==> config.mk <==
export PLATFORM = sky130hd
export DESIGN_NAME = sfc_cmd_read
export DESIGN_NICKNAME = d
export VERILOG_FILES = /design/src/sfc_cmd_read.v
export VERILOG_INCLUDE_DIRS = /design/src /design/src/common
export SDC_FILE = /design/constraint.sdc
export NUM_CORES = 1
export LEC_CHECK = 0
export ABC_AREA = 1
export BUFFER_PORTS_ARGS = -buffer_cell sky130_fd_sc_hd__buf_2
export CORE_UTILIZATION = 30
export DETAILED_ROUTE_END_ITERATION = 7
export GPL_TIMING_DRIVEN = 0
export HOLD_SLACK_MARGIN = 0.05
export SLEW_MARGIN = 20
export SYNTH_ARGS = -nofsm -noshare
export SYNTH_HDL_FRONTEND = slang
export SYNTH_SLANG_ARGS = --single-unit
==> constraint.sdc <==
create_clock -name core_clk -period 2.85 [get_ports core_clk]
set_input_delay 0.7125 -clock core_clk [delete_from_list [all_inputs] [get_ports core_clk]]
set_output_delay 0.7125 -clock core_clk [all_outputs]
set_load 0.005 [all_outputs]
==> src/common/sfc_defs.vh <==
// Constants for the serial flash command front end.
// Assumes inclusion by the design file only; definitions, no logic.
`ifndef SFC_DEFS_VH
`define SFC_DEFS_VH

// Opcodes
`define SFC_OP_READ_FAST  8'h0B
`define SFC_OP_READ_SLOW  8'h03
`define SFC_OP_READ_DUAL  8'h3B
`define SFC_OP_PG_ERASE   8'h81
`define SFC_OP_BLK4_ERASE 8'h20
`define SFC_OP_BLK32_A    8'h52
`define SFC_OP_BLK32_B    8'hD8
`define SFC_OP_CHIP_A     8'h60
`define SFC_OP_CHIP_B     8'hC7
`define SFC_OP_CHIP_OLD   8'h62
`define SFC_OP_PROGRAM    8'h02
`define SFC_OP_WR_EN      8'h06
`define SFC_OP_WR_DIS     8'h04
`define SFC_OP_OTP_PROG   8'h9B
`define SFC_OP_OTP_READ   8'h77
`define SFC_OP_STAT_RD    8'h05
`define SFC_OP_STAT_WR1   8'h01
`define SFC_OP_STAT_WR2   8'h31
`define SFC_OP_SW_RESET   8'hF0
`define SFC_RESET_CONFIRM 8'hD0
`define SFC_OP_ID         8'h9F
`define SFC_OP_ID_OLD     8'h15
`define SFC_OP_DEEP_SLEEP 8'hB9
`define SFC_OP_WAKE       8'hAB
`define SFC_OP_ULTRA_SLP  8'h79

// Framing
`define SFC_ADDR_BYTES    2'h3
`define SFC_ARR_AW        15
`define SFC_ARR_LAST      15'h7FFF
`define SFC_FIFO_W        8
`define SFC_FIFO_D        16

// One-hot framing states
`define SFC_ST_OPC        6'h01
`define SFC_ST_ADR        6'h02
`define SFC_ST_DUM        6'h04
`define SFC_ST_RXD        6'h08
`define SFC_ST_TXD        6'h10
`define SFC_ST_IGN        6'h20

`endif

==> src/sfc_cmd_read.v <==
// Serial flash command front end: framing, opcode decode, array read.
// Assumes an array read port on core_clk that answers one cycle after
// each read strobe, and a host that keeps the serial clock well below
// a quarter of core_clk.
//
// Contract
// - Select low, opcode, then address and data
// - All bytes travel most significant bit first
// - Unknown opcode ignored until next select
// - Early deselect performs nothing, returns idle
// - Three address bytes, upper bits ignored
// - Read address counter auto-increments
// - Fast read has one dummy byte
// - Array end wraps to zero, no gap
// - Deselect ends single read, floats output
// - Decode page and block erase opcodes
// - Decode three whole-array erase opcodes
// - Decode program with address and data
// - Decode write enable and disable
// - Decode OTP program and OTP read
// - Decode status read and status writes
// - Reset valid only with D0h confirmation
// - Decode both identification opcodes
// - Decode the three power opcodes
// - Dual read: opcode, address, one dummy
// - Dual read emits two bits per clock
// - Deselect ends dual read, floats both lines
// - Sample on rising, drive on falling edge
// - Output floats whenever not selected
// - Input line turns around in dual read
`timescale 1ns/1ps
`include "sfc_defs.vh"

module sfc_fifo #(
  parameter W  = 8,
  parameter D  = 16,
  parameter AW = 4
) (
  input  wire         clk,
  input  wire         rst,
  input  wire         flush,
  input  wire         in_valid,
  output wire         in_ready,
  input  wire [W-1:0] in_data,
  output wire         out_valid,
  input  wire         out_ready,
  output wire [W-1:0] out_data
);
  reg [W-1:0]  mem [0:D-1];
  reg [AW-1:0] wr_ptr_q;
  reg [AW-1:0] rd_ptr_q;
  reg [AW:0]   cnt_q;
  wire         push;
  wire         pop;

  assign in_ready  = (cnt_q != D[AW:0]);
  assign out_valid = (cnt_q != {(AW+1){1'b0}});
  assign out_data  = mem[rd_ptr_q];
  assign push      = in_valid & in_ready;
  assign pop       = out_valid & out_ready;

  always @(posedge clk) begin
    if (push) begin
      mem[wr_ptr_q] <= in_data;
    end
  end

  always @(posedge clk) begin
    if (rst || flush) begin
      wr_ptr_q <= {AW{1'b0}};
      rd_ptr_q <= {AW{1'b0}};
      cnt_q    <= {(AW+1){1'b0}};
    end else begin
      if (push) begin
        wr_ptr_q <= wr_ptr_q + 1'b1;
      end
      if (pop) begin
        rd_ptr_q <= rd_ptr_q + 1'b1;
      end
      if (push && !pop) begin
        cnt_q <= cnt_q + 1'b1;
      end else if (pop && !push) begin
        cnt_q <= cnt_q - 1'b1;
      end
    end
  end
endmodule

module sfc_cmd_read #(
  parameter AW     = `SFC_ARR_AW,
  parameter FIFO_D = `SFC_FIFO_D
) (
  input  wire          core_clk,
  input  wire          rst,
  input  wire          cs_n,
  input  wire          sck,
  input  wire          second_data_line_in,
  output reg           second_data_line_out_q,
  output reg           second_data_line_oe_q,
  output reg           so_out_q,
  output reg           so_oe_q,
  output reg  [AW-1:0] arr_addr_q,
  output reg           arr_rd_q,
  input  wire [7:0]    arr_rdata,
  output reg           cmd_valid_q,
  output reg  [7:0]    cmd_op_q,
  output reg  [23:0]   cmd_addr_q,
  output reg  [7:0]    rx_byte_q,
  output reg           rx_stb_q
);
  localparam ST_OPC = `SFC_ST_OPC;
  localparam ST_ADR = `SFC_ST_ADR;
  localparam ST_DUM = `SFC_ST_DUM;
  localparam ST_RXD = `SFC_ST_RXD;
  localparam ST_TXD = `SFC_ST_TXD;
  localparam ST_IGN = `SFC_ST_IGN;

  // Supported opcode table
  function is_known;
    input [7:0] op;
    begin
      case (op)
        `SFC_OP_READ_FAST, `SFC_OP_READ_SLOW, `SFC_OP_READ_DUAL,
        `SFC_OP_PG_ERASE, `SFC_OP_BLK4_ERASE, `SFC_OP_BLK32_A,
        `SFC_OP_BLK32_B, `SFC_OP_CHIP_A, `SFC_OP_CHIP_B,
        `SFC_OP_CHIP_OLD, `SFC_OP_PROGRAM, `SFC_OP_WR_EN,
        `SFC_OP_WR_DIS, `SFC_OP_OTP_PROG, `SFC_OP_OTP_READ,
        `SFC_OP_STAT_RD, `SFC_OP_STAT_WR1, `SFC_OP_STAT_WR2,
        `SFC_OP_SW_RESET, `SFC_OP_ID, `SFC_OP_ID_OLD,
        `SFC_OP_DEEP_SLEEP, `SFC_OP_WAKE, `SFC_OP_ULTRA_SLP:
          is_known = 1'b1;
        default: is_known = 1'b0;
      endcase
    end
  endfunction

  // Opcodes followed by three address bytes
  function has_addr;
    input [7:0] op;
    begin
      case (op)
        `SFC_OP_READ_FAST, `SFC_OP_READ_SLOW, `SFC_OP_READ_DUAL,
        `SFC_OP_PG_ERASE, `SFC_OP_BLK4_ERASE, `SFC_OP_BLK32_A,
        `SFC_OP_BLK32_B, `SFC_OP_PROGRAM, `SFC_OP_OTP_PROG,
        `SFC_OP_OTP_READ:
          has_addr = 1'b1;
        default: has_addr = 1'b0;
      endcase
    end
  endfunction

  // Dummy bytes after the address
  function [1:0] dummies;
    input [7:0] op;
    begin
      case (op)
        `SFC_OP_READ_FAST: dummies = 2'h1;
        `SFC_OP_READ_DUAL: dummies = 2'h1;
        `SFC_OP_OTP_READ:  dummies = 2'h2;
        default:           dummies = 2'h0;
      endcase
    end
  endfunction

  // Array reads served from this block
  function is_arr_read;
    input [7:0] op;
    begin
      is_arr_read = (op == `SFC_OP_READ_FAST) ||
                    (op == `SFC_OP_READ_SLOW) ||
                    (op == `SFC_OP_READ_DUAL);
    end
  endfunction

  // Synchronisers; the first stages feed nothing but the second
  reg        cs_s1_q;
  reg        cs_s2_q;
  reg        cs_s3_q;
  reg        sck_s1_q;
  reg        sck_s2_q;
  reg        sck_s3_q;
  reg        si_s1_q;
  reg        si_s2_q;

  reg [5:0]  state_q;
  reg [2:0]  bit_cnt_q;
  reg [1:0]  byte_cnt_q;
  reg [1:0]  data_cnt_q;
  reg [6:0]  sh_in_q;
  reg [7:0]  first_data_q;
  reg        hdr_ok_q;
  reg        dual_q;
  reg [2:0]  tx_cnt_q;
  reg [7:0]  sh_out_q;
  reg        pf_en_q;
  reg        pend_q;

  wire       sel;
  wire       desel_edge;
  wire       rise;
  wire       fall;
  wire [7:0] in_byte;
  wire       byte_done;
  wire       fifo_in_ready;
  wire       fifo_out_valid;
  wire [7:0] fifo_out_data;
  wire       fifo_pop;
  wire       cmd_ok;

  assign sel        = ~cs_s2_q;
  // Edge taken behind the second stage; the first stage may be metastable
  assign desel_edge = cs_s2_q & ~cs_s3_q;
  assign rise       = sel & sck_s2_q & ~sck_s3_q;
  assign fall       = sel & ~sck_s2_q & sck_s3_q;
  assign in_byte    = {sh_in_q, si_s2_q};
  assign byte_done  = rise && (bit_cnt_q == 3'h7);
  assign fifo_pop   = fall && (state_q == ST_TXD) && (tx_cnt_q == 3'h0);

  // Completion test applied at deselect; partial bytes abort
  assign cmd_ok = hdr_ok_q && (bit_cnt_q == 3'h0) &&
    (((cmd_op_q != `SFC_OP_PROGRAM) &&
      (cmd_op_q != `SFC_OP_OTP_PROG)) ||
     (data_cnt_q != 2'h0)) &&
    (((cmd_op_q != `SFC_OP_STAT_WR1) &&
      (cmd_op_q != `SFC_OP_STAT_WR2)) ||
     (data_cnt_q == 2'h1)) &&
    ((cmd_op_q != `SFC_OP_SW_RESET) ||
     ((data_cnt_q == 2'h1) &&
      (first_data_q == `SFC_RESET_CONFIRM)));

  always @(posedge core_clk) begin
    if (rst) begin
      cs_s1_q  <= 1'b1;
      cs_s2_q  <= 1'b1;
      cs_s3_q  <= 1'b1;
      sck_s1_q <= 1'b0;
      sck_s2_q <= 1'b0;
      sck_s3_q <= 1'b0;
      si_s1_q  <= 1'b0;
      si_s2_q  <= 1'b0;
    end else begin
      cs_s1_q  <= cs_n;
      cs_s2_q  <= cs_s1_q;
      cs_s3_q  <= cs_s2_q;
      sck_s1_q <= sck;
      sck_s2_q <= sck_s1_q;
      sck_s3_q <= sck_s2_q;
      si_s1_q  <= second_data_line_in;
      si_s2_q  <= si_s1_q;
    end
  end

  // Framing: every deselected cycle returns to opcode phase
  always @(posedge core_clk) begin
    if (rst) begin
      state_q      <= ST_OPC;
      bit_cnt_q    <= 3'h0;
      byte_cnt_q   <= 2'h0;
      data_cnt_q   <= 2'h0;
      sh_in_q      <= 7'h00;
      first_data_q <= 8'h00;
      hdr_ok_q     <= 1'b0;
      dual_q       <= 1'b0;
      cmd_op_q     <= 8'h00;
      cmd_addr_q   <= 24'h000000;
      cmd_valid_q  <= 1'b0;
      rx_byte_q    <= 8'h00;
      rx_stb_q     <= 1'b0;
      pf_en_q      <= 1'b0;
    end else begin
      cmd_valid_q <= desel_edge && cmd_ok;
      rx_stb_q    <= 1'b0;
      if (!sel) begin
        state_q    <= ST_OPC;
        bit_cnt_q  <= 3'h0;
        byte_cnt_q <= 2'h0;
        data_cnt_q <= 2'h0;
        hdr_ok_q   <= 1'b0;
        dual_q     <= 1'b0;
        pf_en_q    <= 1'b0;
      end else if (rise && (state_q != ST_TXD)) begin
        bit_cnt_q <= bit_cnt_q + 3'h1;
        sh_in_q   <= in_byte[6:0];
        if (byte_done) begin
          case (state_q)
            ST_OPC: begin
              cmd_op_q   <= in_byte;
              byte_cnt_q <= 2'h0;
              if (!is_known(in_byte)) begin
                state_q <= ST_IGN;
              end else if (has_addr(in_byte)) begin
                state_q <= ST_ADR;
              end else begin
                hdr_ok_q <= 1'b1;
                state_q  <= ST_RXD;
              end
            end
            ST_ADR: begin
              cmd_addr_q <= {cmd_addr_q[15:0], in_byte};
              byte_cnt_q <= byte_cnt_q + 2'h1;
              if (byte_cnt_q == `SFC_ADDR_BYTES - 2'h1) begin
                hdr_ok_q   <= 1'b1;
                byte_cnt_q <= 2'h0;
                dual_q     <= (cmd_op_q == `SFC_OP_READ_DUAL);
                pf_en_q    <= is_arr_read(cmd_op_q);
                if (dummies(cmd_op_q) != 2'h0) begin
                  state_q <= ST_DUM;
                end else if (is_arr_read(cmd_op_q)) begin
                  state_q <= ST_TXD;
                end else begin
                  state_q <= ST_RXD;
                end
              end
            end
            ST_DUM: begin
              byte_cnt_q <= byte_cnt_q + 2'h1;
              if (byte_cnt_q == dummies(cmd_op_q) - 2'h1) begin
                state_q <= is_arr_read(cmd_op_q) ? ST_TXD : ST_RXD;
              end
            end
            ST_RXD: begin
              rx_byte_q <= in_byte;
              rx_stb_q  <= 1'b1;
              if (data_cnt_q == 2'h0) begin
                first_data_q <= in_byte;
              end
              if (data_cnt_q != 2'h3) begin
                data_cnt_q <= data_cnt_q + 2'h1;
              end
            end
            default: begin
              state_q <= state_q;
            end
          endcase
        end
      end
    end
  end

  // Prefetch: one read in flight, stalled by the FIFO's ready.
  // The counter is as wide as the array, so it wraps with no gap.
  always @(posedge core_clk) begin
    if (rst) begin
      arr_addr_q <= {AW{1'b0}};
      arr_rd_q   <= 1'b0;
      pend_q     <= 1'b0;
    end else begin
      pend_q   <= arr_rd_q && sel;
      arr_rd_q <= 1'b0;
      if (!sel) begin
        arr_rd_q <= 1'b0;
      end else if (rise && (state_q == ST_ADR) &&
                   (byte_cnt_q == `SFC_ADDR_BYTES - 2'h1) &&
                   (bit_cnt_q == 3'h7)) begin
        arr_addr_q <= {cmd_addr_q[AW-9:0], in_byte};
      end else if (pf_en_q && fifo_in_ready && !arr_rd_q && !pend_q) begin
        arr_rd_q <= 1'b1;
      end
      if (arr_rd_q) begin
        arr_addr_q <= arr_addr_q + 1'b1;
      end
    end
  end

  sfc_fifo #(
    .W  (`SFC_FIFO_W),
    .D  (FIFO_D),
    .AW (4)
  ) u_fifo (
    .clk       (core_clk),
    .rst       (rst),
    .flush     (~sel),
    .in_valid  (pend_q),
    .in_ready  (fifo_in_ready),
    .in_data   (arr_rdata),
    .out_valid (fifo_out_valid),
    .out_ready (fifo_pop),
    .out_data  (fifo_out_data)
  );

  // Output shifter; new bits only on falling edges of the serial clock
  always @(posedge core_clk) begin
    if (rst) begin
      so_out_q               <= 1'b0;
      so_oe_q                <= 1'b0;
      second_data_line_out_q <= 1'b0;
      second_data_line_oe_q  <= 1'b0;
      tx_cnt_q               <= 3'h0;
      sh_out_q               <= 8'h00;
    end else if (!sel) begin
      so_oe_q               <= 1'b0;
      second_data_line_oe_q <= 1'b0;
      tx_cnt_q              <= 3'h0;
    end else if (fall && (state_q == ST_TXD)) begin
      so_oe_q               <= 1'b1;
      second_data_line_oe_q <= dual_q;
      if (tx_cnt_q == 3'h0) begin
        // An empty FIFO here means the host clock outran the prefetch
        so_out_q <= fifo_out_data[7];
        if (dual_q) begin
          second_data_line_out_q <= fifo_out_data[6];
          sh_out_q               <= {fifo_out_data[5:0], 2'b00};
          tx_cnt_q               <= 3'h3;
        end else begin
          sh_out_q <= {fifo_out_data[6:0], 1'b0};
          tx_cnt_q <= 3'h7;
        end
      end else begin
        so_out_q <= sh_out_q[7];
        tx_cnt_q <= tx_cnt_q - 3'h1;
        if (dual_q) begin
          second_data_line_out_q <= sh_out_q[6];
          sh_out_q               <= {sh_out_q[5:0], 2'b00};
        end else begin
          sh_out_q <= {sh_out_q[6:0], 1'b0};
        end
      end
    end
  end
endmodule

* Word-level counts from Yosys, hierarchy flattened
Memories as Yosys holds them, arrays and structs flattened. A register that Yosys moved wholly into a read port is not among the register bits.
Cells that the tools add are included.
** Storage, ports and cells
- Word-level logic and storage cells :: 227
- Bits in writable memories :: 128
- Register bits :: 126
- Memories kept :: 1
** Operators by class
- Multiplexer cells :: 58
- $add $sub $neg :: 10
- Bitwise gates (word level) :: 13
- Reduce and logical (&&, ||, !) cells :: 60
- Equal/unequal tests :: 51
** Memory list
- u_fifo.mem :: depth 16, width 8, rd ports 1, clocked after Yosys merged registers in 1, wr ports 1, line sfc_cmd_read.v:49 : reg [W-1:0] mem [0:D-1];
** Operators by type and width (number)
- $eq A8 B8 Y1 const B :: 9
- $eq A8 B7 Y1 const B :: 6
- $mux W15 :: 3
- $eq A8 B6 Y1 const B :: 4
- $eq A8 B2 Y1 const B :: 3
- $eq A8 B3 Y1 const B :: 3
- $mux W1 :: 24
- $mux W2 :: 12
- $mux W8 :: 3
- $reduce_or A24 Y1 :: 1
- $logic_and A1 B1 Y1 :: 21
- $mux W5 :: 4
- $reduce_and A4 Y1 :: 5
- $mux W6 :: 3
- $pmux W6 S3 :: 1
- $eq A8 B4 Y1 const B :: 2
- $ne A8 B8 Y1 const B :: 2
- $add A15 B1 Y15 const B :: 1
- $mux W4 :: 3
- $ne A2 B2 Y1 const B :: 5
- $reduce_and A5 Y1 :: 2
- $reduce_bool A2 Y1 :: 5
- $reduce_or A10 Y1 :: 1
- $add A4 B1 Y4 const B :: 2
- 41 further kinds :: 67

* Longest topological paths before layout
Gate-level depths: netlist (run 1).
- Depth after elaboration :: 17
- Depth in mapped cells :: 16
- Mapped depth without buffers :: 16

* Cells and area by module
Synthesis (run 1) repeated with hierarchy kept, for this count alone.
** Unflattened totals
- Cells, all modules :: 1441
- Area, all modules :: 11908.9 um^2
** Modules (own cells, without submodules)
- sfc_fifo :: cells each 657, seq. area each 4184.0 um^2, instances 1, area an instance 6467.5 um^2
- sfc_cmd_read :: cells each 784, seq. area each 2242.2 um^2, instances 1, area an instance 5441.5 um^2

* Least setup slack after synthesis (run 1)
No wires, ideal clock.
- Kind :: flip-flop to flip-flop
- Start :: reg state_q[2]
- End :: reg u_fifo.cnt_q[4]
- Buffers on the path :: 0
- Data required time :: 2731 ps
- Data arrival time :: 2317 ps
- Path slack :: 413 ps
- Clock period less this slack :: 2437 ps
- Stages on the path, launching flop included :: 17
- Setup time :: 119 ps
- Path through :: dfxtp_1 nor2_2 nand2_1 nor2_2 nand2_1 nor2_1 nand2_1 ha_1 inv_1 ha_1 a21o_1 a21oi_1 nor2_1 nor2_1 nand2_1 o21ai_0 a21oi_1
** Between the ends
- Cells in the longest elaborated chain, start to end :: 7
- Elaborated cells on any way between the ends :: 9
- Those cells by class :: eq/ne: 1; mux: 1; bitwise: 1; reduce/logical: 6
** RTL lines
- start, declared :: line sfc_cmd_read.v:185 : reg [5:0] state_q;
- start signal, assigned :: line sfc_cmd_read.v:318 : state_q <= is_arr_read(cmd_op_q) ? ST_TXD : ST_RXD;
- start signal, assigned :: line sfc_cmd_read.v:332 : state_q <= state_q;
- $eq A6 B5 Y1 (*) :: line sfc_cmd_read.v:217 : assign fifo_pop = fall && (state_q == ST_TXD) && (tx_cnt_q == 3'h0);
- $logic_and A1 B1 Y1 (*) (2 in a row) :: line sfc_cmd_read.v:217
- $and A1 B1 Y1 (*) :: line sfc_cmd_read.v:60 : assign pop = out_valid & out_ready;
- $logic_not A1 Y1 :: line sfc_cmd_read.v:80 : if (push && !pop) begin
- $logic_and A1 B1 Y1 :: line sfc_cmd_read.v:80
- $mux W5 or $reduce_bool A2 Y1 (tied branches)
- end signal, assigned :: line sfc_cmd_read.v:72 : cnt_q <= {(AW+1){1'b0}};
- end signal, assigned :: line sfc_cmd_read.v:81 : cnt_q <= cnt_q + 1'b1;
- end signal, assigned :: line sfc_cmd_read.v:83 : cnt_q <= cnt_q - 1'b1;
- end, declared :: line sfc_cmd_read.v:52 : reg [AW:0] cnt_q;
Mark *: on every way between the ends. The rest lies on a longest branch, timed or not.
A chain may end at the register's enable or synchronous reset.

* Worst setup path in the final report (run 1)
- Start :: reg u_fifo.cnt_q[0]
- End :: reg u_fifo.cnt_q[4]
** Between the ends
- Cells in the longest elaborated chain, start to end :: 5
- Elaborated cells on any way between the ends :: 13
- Those cells by class :: add/sub: 2; eq/ne: 1; mux: 2; bitwise: 2; reduce/logical: 6
** RTL lines
- $ne A5 B5 Y1 (*) :: line sfc_cmd_read.v:56 : assign in_ready = (cnt_q != D[AW:0]);
- $and A1 B1 Y1 (*) :: line sfc_cmd_read.v:59 : assign push = in_valid & in_ready;
- net u_fifo.push :: line sfc_cmd_read.v:53 : wire push;
- $logic_not A1 Y1 :: line sfc_cmd_read.v:82 : end else if (pop && !push) begin
- $logic_and A1 B1 Y1 :: line sfc_cmd_read.v:82
- $reduce_bool A2 Y1 (no source line)
Mark *: on every way through the listed nets, which the timed path passes. The rest lies on a longest branch. The select of a mux whose other input is x is not followed.

==> summary.md, run 1 <==
| Metric | Value |
|---|---|
| Status | completed |
| Diodes inserted | 0 |
| Top-count cell post-synth | nand2_1 |
| CTS root buf | clkbuf_16 |
| Seq. cell area | 6426 um^2 |
| Routed WL | 31,050 um |
| Post-Syn Instances | 1,318 |
| CP Max Fanout | 7 |
| Rel. slew slack | between 30% and 40% |
| Post-CTS Setup Bufs | 0 |
| Initial antenna violation count | 0 |
| Max-capacitance violation count | 0 |
| GRT Util Overall | 15.91% |
| Grt total ovfl | 0 |
| Hold depth | 2 |
| Leakage power figure | 0.005189 uW |
| DRC viols | 0 |
| Die Span X | 197.6 um |
| Post-cts gate resize count | 2 |
| Tcrit/Tclk final | around nine tenths |
| # IOs | 75 |
| Final hold vios | 0 |
| Routed Antenna Nets | 0 |
| Worst-Margin Slew | 987.3 ps |
| Netlist cell types | 44 |
| Worst-path clk slew | approximately 60 ps |
| Post-Route Utilization | approximately 36% |
| Power per standard cell area | between 500 and 600 nW/um^2 |
| Layout cells sized above 1 | about 12% |
| Kind of critical path | flop to flop |
| Worst Clk Skew | about 11 ps |
| RePlAce Congestion | just under 0.9 |
| Reg2reg start | u_fifo.cnt_q[0]$_SDFFE_PP0P_ |
| Flops & latches, synth | 257 |
| Vias per cell | between 4 and 5 |
| Initial DRC Count | approximately 730 |
| Critical Path Sink Type | flop |
| EDFF count, synth | between 100 and 150 |
| Ys flop type | dfxtp_1 |
| Core area | around 38,000 um^2 |
| Synth area leader | edfxtp_1 |
| RSZ-0062 raised after global routing | no |
| Final TNS setup | 0 ps |
| Most frequent cells after synthesis | 231 x nand2_1, 175 x inv_1, 129 x a21oi_1, 129 x dfxtp_1, 128 x edfxtp_1 |
| Total Power | between 7000 and 8000 uW |
| Clock period minus worst slack | approximately 2600 ps |
| Max Freq | ~0.39 GHz |
| Startpoint Class | flop |
| Skew-Pair Late Insertion Delay | ~530 ps |
| CP startpoint | u_fifo.cnt_q[0]$_SDFFE_PP0P_ |
| Max H-tree Level | 1 |
| Min-Delay Endpoint | cs_s1_q$_SDFF_PP1_ |
| First-pass GRT wire length | approximately 49,000 um |
| Min-Delay Path Class | input pin to flop |
| R2R Setup Slk | 260 ps |
| Worst EP required | about 3300 ps |
| Yosys warns | 0 |
| Syn_nets | roughly 1.4k |
| Post-CTS Hold Buffers | 0 |
| IO Port Bufs | 73 |
| HP Start | cs_n |
| Area Growth Syn to Fin | 17.00% |
| Largest net degree at the start of global routing | 17 |
| HPWL Detailed | ~22,000 um |
| Synth top area cells | edfxtp_1 33%, dfxtp_1 23%, nand2_1 7.6%, inv_1 5.7%, a21oi_1 5.6% |
| R2r worst-path depth | 14 |
| TritonCTS clock tree | built |
| Fin nets | roughly 1.5k |
| WP data arrival | between 3000 and 4000 ps |
| Seq/Total Area, Yosys | a little under three fifths |
| Clock sinks | between 200 and 300 |
| TritonRoute pass-1 iters | 5 |
| Fillcell total | between 3k and 4k |
| DR vias | around 9.4k |
| Post-Syn Area | between 10,000 and 15,000 um^2 |
| Num rows | a little over 70 |
| Final setup violation count | 0 |
| CTS max path bufs | 3 |
| Syn_area_per_cell | 8.708 um^2 |
| Final Max Slew Viols | 0 |
| WL per Instance | 15.92 um |
| Initial Utilization | a little under a third |
| Inserted Clock Buffers | 26 |
| Maximum VDD drop | 0.0004126 V |
| Yosys top cell area share | between 30 and 40% |
| Die ar. | ~39,000 um^2 |
| FF-to-FF End | u_fifo.cnt_q[4]$_SDFFE_PP0P_ |
| Area of the multi-input gates | between 4000 and 5000 um^2 |
| Die Ht | slightly below 200 um |
| Vias in the first global route | around 8.9k |
| Async SR Flop Fraction | 0% |
[flip-flops by register name, summed over array words and instances (netlist names), 2 cells and up, named ones only]
| signal | count |
|---|---|
| tx_cnt_q | 3 |
| sh_in_q | 7 |
| cmd_op_q | 8 |
| u_fifo.rd_ptr_q | 4 |
| byte_cnt_q | 2 |
| u_fifo.mem | 128 |
| sh_out_q | 7 |
| first_data_q | 8 |
| arr_addr_q | 15 |
| state_q | 6 |
| data_cnt_q | 2 |
| cmd_addr_q | 24 |
| bit_cnt_q | 3 |
| rx_byte_q | 8 |
| u_fifo.wr_ptr_q | 4 |
| u_fifo.cnt_q | 5 |
[critical path: stages, from the launching register on]
cell	delay, ps
dfxtp_1	350
nor4_2	360
nand2_1	140
nand2_1	150
inv_1	130
ha_1	240
inv_2	110
ha_1	290
a21o_1	200
a21oi_2	140
nor2_1	50
nor2_1	80
nand2_1	60
o21ai_0	140
a21oi_1	50
[where the power goes]
| group | switching (uW) | leakage (uW) | internal (uW) |
|---|---|---|---|
| sequential | 2.28 | 0.00219 | 3880 |
| clock | 1470 | 0.000456 | 2170 |
| combinational | 88.6 | 0.00254 | 22.5 |
| total | 1560 | 0.00519 | 6070 |
[metrics by stage]
step           cell area (um^2)  hold WS (ps)  setup WS [ps]  std cells
6_report                  13430         372.9          257.5       1950
5_1_grt                   13430         364.0          31.62       1950
4_1_cts                   13410         347.4          39.72       1950
3_5_place_dp              12480         401.4         -32.48       1902
3_3_place_gp              12480         400.5          35.33       1902
2_1_floorplan             11480         388.3          413.4       1318
[cells by family (layout without fill, tap and decap cells)]
kind of cell / Yosys count / after routing / share of synthesized area (%)
AO/OA/AOI/OAI: 292 / 292 / 14.01
buffers and inverters: 248 / 369 / 8.569
XOR/XNOR: 4 / 4 / 0.3053
adder cells (fa/ha/maj): 23 / 23 / 2.573
flip-flops: 257 / 257 / 55.99
AND/OR/NAND/NOR: 494 / 494 / 18.55
[placed cells by master, fill, tap and decap left out, drive strengths merged, types with 3 or more instances in the layout]
cell type  synthesis  routed
edfxtp           128     128
buf               35     108
nand4             13      13
o31ai              4       4
bufinv             0       3
nand3            107     107
nor4               4       4
o211ai            32      32
or2                8       8
clkinv             3      10
nor2             109     109
nor3              17      17
a211oi             9       9
xor2               3       3
clkbuf            28      63
ha                22      22
dfxtp            129     129
nand2            234     234
o21ai            101     101
a21oi            130     130
inv              182     184
a31oi             11      11
[how the worst max path moves through the flow]
| stage | to | slack (ps) | depth (start not counted) |
|---|---|---|---|
| global placement | u_fifo.cnt_q[4]$_SDFFE_PP0P_ | 40 | 16 |
| floorplan | u_fifo.cnt_q[4]$_SDFFE_PP0P_ | 410 | 16 |
| global route | u_fifo.cnt_q[3]$_SDFFE_PP0P_ | 30 | 15 |
| detailed placement | u_fifo.cnt_q[4]$_SDFFE_PP0P_ | -30 | 16 |
| CTS | u_fifo.cnt_q[4]$_SDFFE_PP0P_ | 40 | 14 |
| finish | u_fifo.cnt_q[4]$_SDFFE_PP0P_ | 260 | 14 |
[area by class of cell]
cell class	instances	area share, %
plain buffers	63	2.152
clock buffers	35	5.712
clock inverters	13	1.109
inverters	185	5.171
multi-input cells	813	30.52
flip-flops and latches	257	47.86
well taps	511	4.761
repair buffers	73	2.721
[routing by layer]
layer	wire [um]	vias up	track usage (%)
li1	-	4625	-
met1	13780	4376	20.77
met2	14290	321	26.47
met3	2167	63	3.244
met4	804	0	4.622
met5	0	-	0
Power figures use the tool's default switching activity.
==> run 2, diff against run 1 <==
Settings changed: BUFFER_PORTS_ARGS -buffer_cell sky130_fd_sc_hd__buf_2 to -buffer_cell sky130_fd_sc_hd__buf_4, PLACE_DENSITY set to 0.54.
==> run 2 against run 1 <==
  * Sequential cell count stayed put
  * Maximum frequency is 0.52% higher
  * Wire length is 1.9% higher
  * Critical path type unchanged
  * Clock power is 6.0% lower
  * Non-clock buffer count is 1 higher
  * Highest routed layer unchanged
==> summary.md, run 2 (same netlist as run 1, synthesis figures left out) <==
| Metric | Value |
|---|---|
| Final setup margin | 270.9 ps (was 257.5 ps) |
| Die ar. | 39,040 um^2 (unchanged) |
| Min-Delay Path Class | input pin to flop (unchanged) |
| Diodes inserted | 0 (unchanged) |
| Startpoint Class | flop (unchanged) |
| Num rows | 71 (unchanged) |
| Inserted Clock Buffers | 27 (was 26) |
| Reg2reg start | state_q[2]$_SDFFE_PP0P_ (was u_fifo.cnt_q[0]$_SDFFE_PP0P_) |
| Fin nets | 1,457 (was 1,455) |
| Peak per-stage delay on the critical path | 350 ps (was 360 ps) |
| Final hold vios | 0 (unchanged) |
| Worst path bufs/invs | 1 (was 2) |
| Die Span X | 197.6 um (unchanged) |
| Final Hold Slack | 348.8 ps (was 372.9 ps) |
| Post-Layout Cell Count | 1,950 (unchanged) |
| Crit path cell chain | nor2_4, nand2_1, nor2_4, nand2_2, nor2_2, nand2_2, ha_1, inv_2, ha_1, a21o_1, a21oi_2, nor2_1, nor2_1, nand2_1, o21ai_0, a21oi_1 (was nor4_2, nand2_1, nand2_1, inv_1, ha_1, inv_2, ha_1, a21o_1, a21oi_2, nor2_1, nor2_1, nand2_1, o21ai_0, a21oi_1) |
| Placed insts | 1,902 (unchanged) |
| Layout cells sized above 1 | 12.02% (was 12.37%) |
| Slowest CP cell | dfxtp_1 (was nor4_2) |
| Grt total ovfl | 0 (unchanged) |
| R2R Setup Slk | 270 ps (was 260 ps) |
| Largest Register | u_fifo.mem (unchanged) |
| Initial Utilization | 30.47% (unchanged) |
| CP delay by family, top | simple AND/OR/NAND/NOR gates (unchanged) |
| Min-Delay Endpoint | cs_s1_q$_SDFF_PP1_ (unchanged) |
| HPWL Detailed | 22,340 um (was 22,000 um) |
| HP Start | cs_n (unchanged) |
| Clock period minus worst slack | 2579 ps (was 2593 ps) |
| FF-to-FF End | u_fifo.cnt_q[4]$_SDFFE_PP0P_ (unchanged) |
| DR vias | 9,339 (was 9,385) |
| Hold depth | 2 (unchanged) |
| Skew-Pair Late Insertion Delay | 550 ps (was 530 ps) |
| Power per standard cell area | 547.3 nW/um^2 (was 568.2 nW/um^2) |
| Worst Clk Skew | 15.75 ps (was 11.24 ps) |
| IO Port Bufs | 73 (unchanged) |
| Leakage power figure | 0.005162 uW (was 0.005189 uW) |
| TritonRoute pass-1 iters | 7 (was 5) |
| Die Ht | 197.6 um (unchanged) |
| CP Max Fanout | 7 (unchanged) |
| Final TNS setup | 0 ps (unchanged) |
| Kind of critical path | flop to flop (unchanged) |
| Status | completed (unchanged) |
| CTS max path bufs | 3 (unchanged) |
| Pre-CTS setup slack | -17.56 ps (was -32.48 ps) |
| Critical Path Sink Type | flop (unchanged) |
| Final Max Slew Viols | 0 (unchanged) |
| Final setup violation count | 0 (unchanged) |
| WP data arrival | 3020 ps (was 3010 ps) |
| Max H-tree Level | 1 (unchanged) |
| R2r worst-path depth | 16 (was 14) |
| Routed Antenna Nets | 0 (unchanged) |
| Initial DRC Count | 675 (was 725) |
| Number of flip-flops in the largest register | 128 (unchanged) |
| Fillcell total | 3,907 (was 3,949) |
| RePlAce Congestion | 0.8916 (was 0.8920) |
| Post-Route Utilization | 35.99% (was 35.65%) |
| Initial antenna violation count | 0 (unchanged) |
| Commonest non-fill, non-tap cell in the layout | nand2_1 (unchanged) |
| First-pass GRT wire length | 49,250 um (was 49,190 um) |
| Max Freq | 0.3877 GHz (was 0.3857 GHz) |
| Vias per cell | 4.789 (was 4.813) |
| Max-capacitance violation count | 0 (unchanged) |
| Clock sinks | 257 (unchanged) |
| # IOs | 75 (unchanged) |
| Worst-Margin Slew | 996.7 ps (was 987.3 ps) |
| Worst-path clk slew | 60 ps (about the same) |
| Rel. slew slack | 33.31% (was 33.93%) |
| TritonCTS clock tree | built (unchanged) |
| WP depth | 16 (was 14) |
| DRC viols | 0 (unchanged) |
| Largest registers | u_fifo.mem: 128 flops, cmd_addr_q: 24 flops, arr_addr_q: 15 flops (unchanged) |
| Vias in the first global route | 8,883 (was 8,929) |
| WL per Instance | 16.22 um (was 15.92 um) |
| Core area | 37,670 um^2 (unchanged) |
| Largest net degree at the start of global routing | 17 (unchanged) |
| GRT Util Overall | 16.14% (was 15.91%) |
| Area Growth Syn to Fin | 18.11% (was 17.00%) |
| Routed WL | 31,630 um (was 31,050 um) |
| Worst EP required | 3290 ps (was 3270 ps) |
| Maximum VDD drop | 0.0003894 V (was 0.0004126 V) |
| CTS root buf | clkbuf_16 (unchanged) |
| Tcrit/Tclk final | 90.49% (was 90.97%) |
| Most frequent cells in the layout | 229 x nand2_1, 174 x inv_1, 129 x dfxtp_1 (unchanged) |
run 2: changes by cell type in the layout (fill, tap and decap cells not counted):
| cell | change |
|---|---|
| clkinvlp_4 | -1 |
| clkbuf_1 | +5 |
| bufinv_16 | -2 |
| inv_4 | -2 |
| buf_2 | -73 |
| buf_4 | +74 |
| inv_6 | +1 |
| clkinv_2 | -2 |
run 2: worst register-to-register path, stage by stage (launching register included):
cell     delay, ps
dfxtp_1        350
nor2_4         150
nand2_1        100
nor2_4         150
nand2_2        120
nor2_2         120
nand2_2        110
ha_1           250
inv_2          110
ha_1           280
a21o_1         190
a21oi_2        140
nor2_1          50
nor2_1          80
nand2_1         60
o21ai_0        140
a21oi_1         50
run 2: worst max path at each step:
stage / to / startpoint / slack (ps)
3_3_place_gp: u_fifo.cnt_q[4]$_SDFFE_PP0P_ / state_q[2]$_SDFFE_PP0P_ / 10
3_5_place_dp: u_fifo.cnt_q[4]$_SDFFE_PP0P_ / state_q[2]$_SDFFE_PP0P_ / -20
5_1_grt: u_fifo.cnt_q[4]$_SDFFE_PP0P_ / state_q[2]$_SDFFE_PP0P_ / -20
6_report: u_fifo.cnt_q[4]$_SDFFE_PP0P_ / state_q[2]$_SDFFE_PP0P_ / 270
4_1_cts: u_fifo.cnt_q[4]$_SDFFE_PP0P_ / state_q[2]$_SDFFE_PP0P_ / 10
2_1_floorplan: u_fifo.cnt_q[4]$_SDFFE_PP0P_ / state_q[2]$_SDFFE_PP0P_ / 410
run 2: per-layer routing:
| layer | track usage, % | vias to the layer above | wire length (um) |
|---|---|---|---|
| met5 | 0 | - | 0 |
| met3 | 2.920 | 53 | 1679 |
| met2 | 26.98 | 237 | 14760 |
| li1 | - | 4634 | - |
| met4 | 4.450 | 0 | 810 |
| met1 | 21.30 | 4415 | 14380 |
run 2: power breakdown:
part / internal, uW / switching (uW)
logic: 27.2 / 87.8
clock network: 1990 / 1430
registers: 3880 / 2.22
total: 5900 / 1520
run 2: what timing repair did:
action | CTS | global route
pin swaps | 0 | 1
hold buffers | 0 | 0
resized for setup | 1 | 8
setup buffers | 0 | 1
cloned | 0 | 0
endpoints found under the setup margin | 1 | 2
run 2: layout make-up:
class	count	area [um^2]	area share, %
plain buffers	63	289.0	2.132
clock buffers	40	785.8	5.797
clock inverters	7	67.56	0.4984
inverters	185	694.4	5.123
multi-input cells	813	4098	30.23
flip-flops and latches	257	6426	47.41
well taps	511	639.4	4.717
repair buffers	74	555.5	4.098
run 2: through the flow:
stage	power (uW)	instance area [um^2]
after CTS	7500	13520
after global routing	7635	13560
after detailed placement	4076	12660
after floorplan	4010	11480
after global placement	4074	12660
final	7420	13560
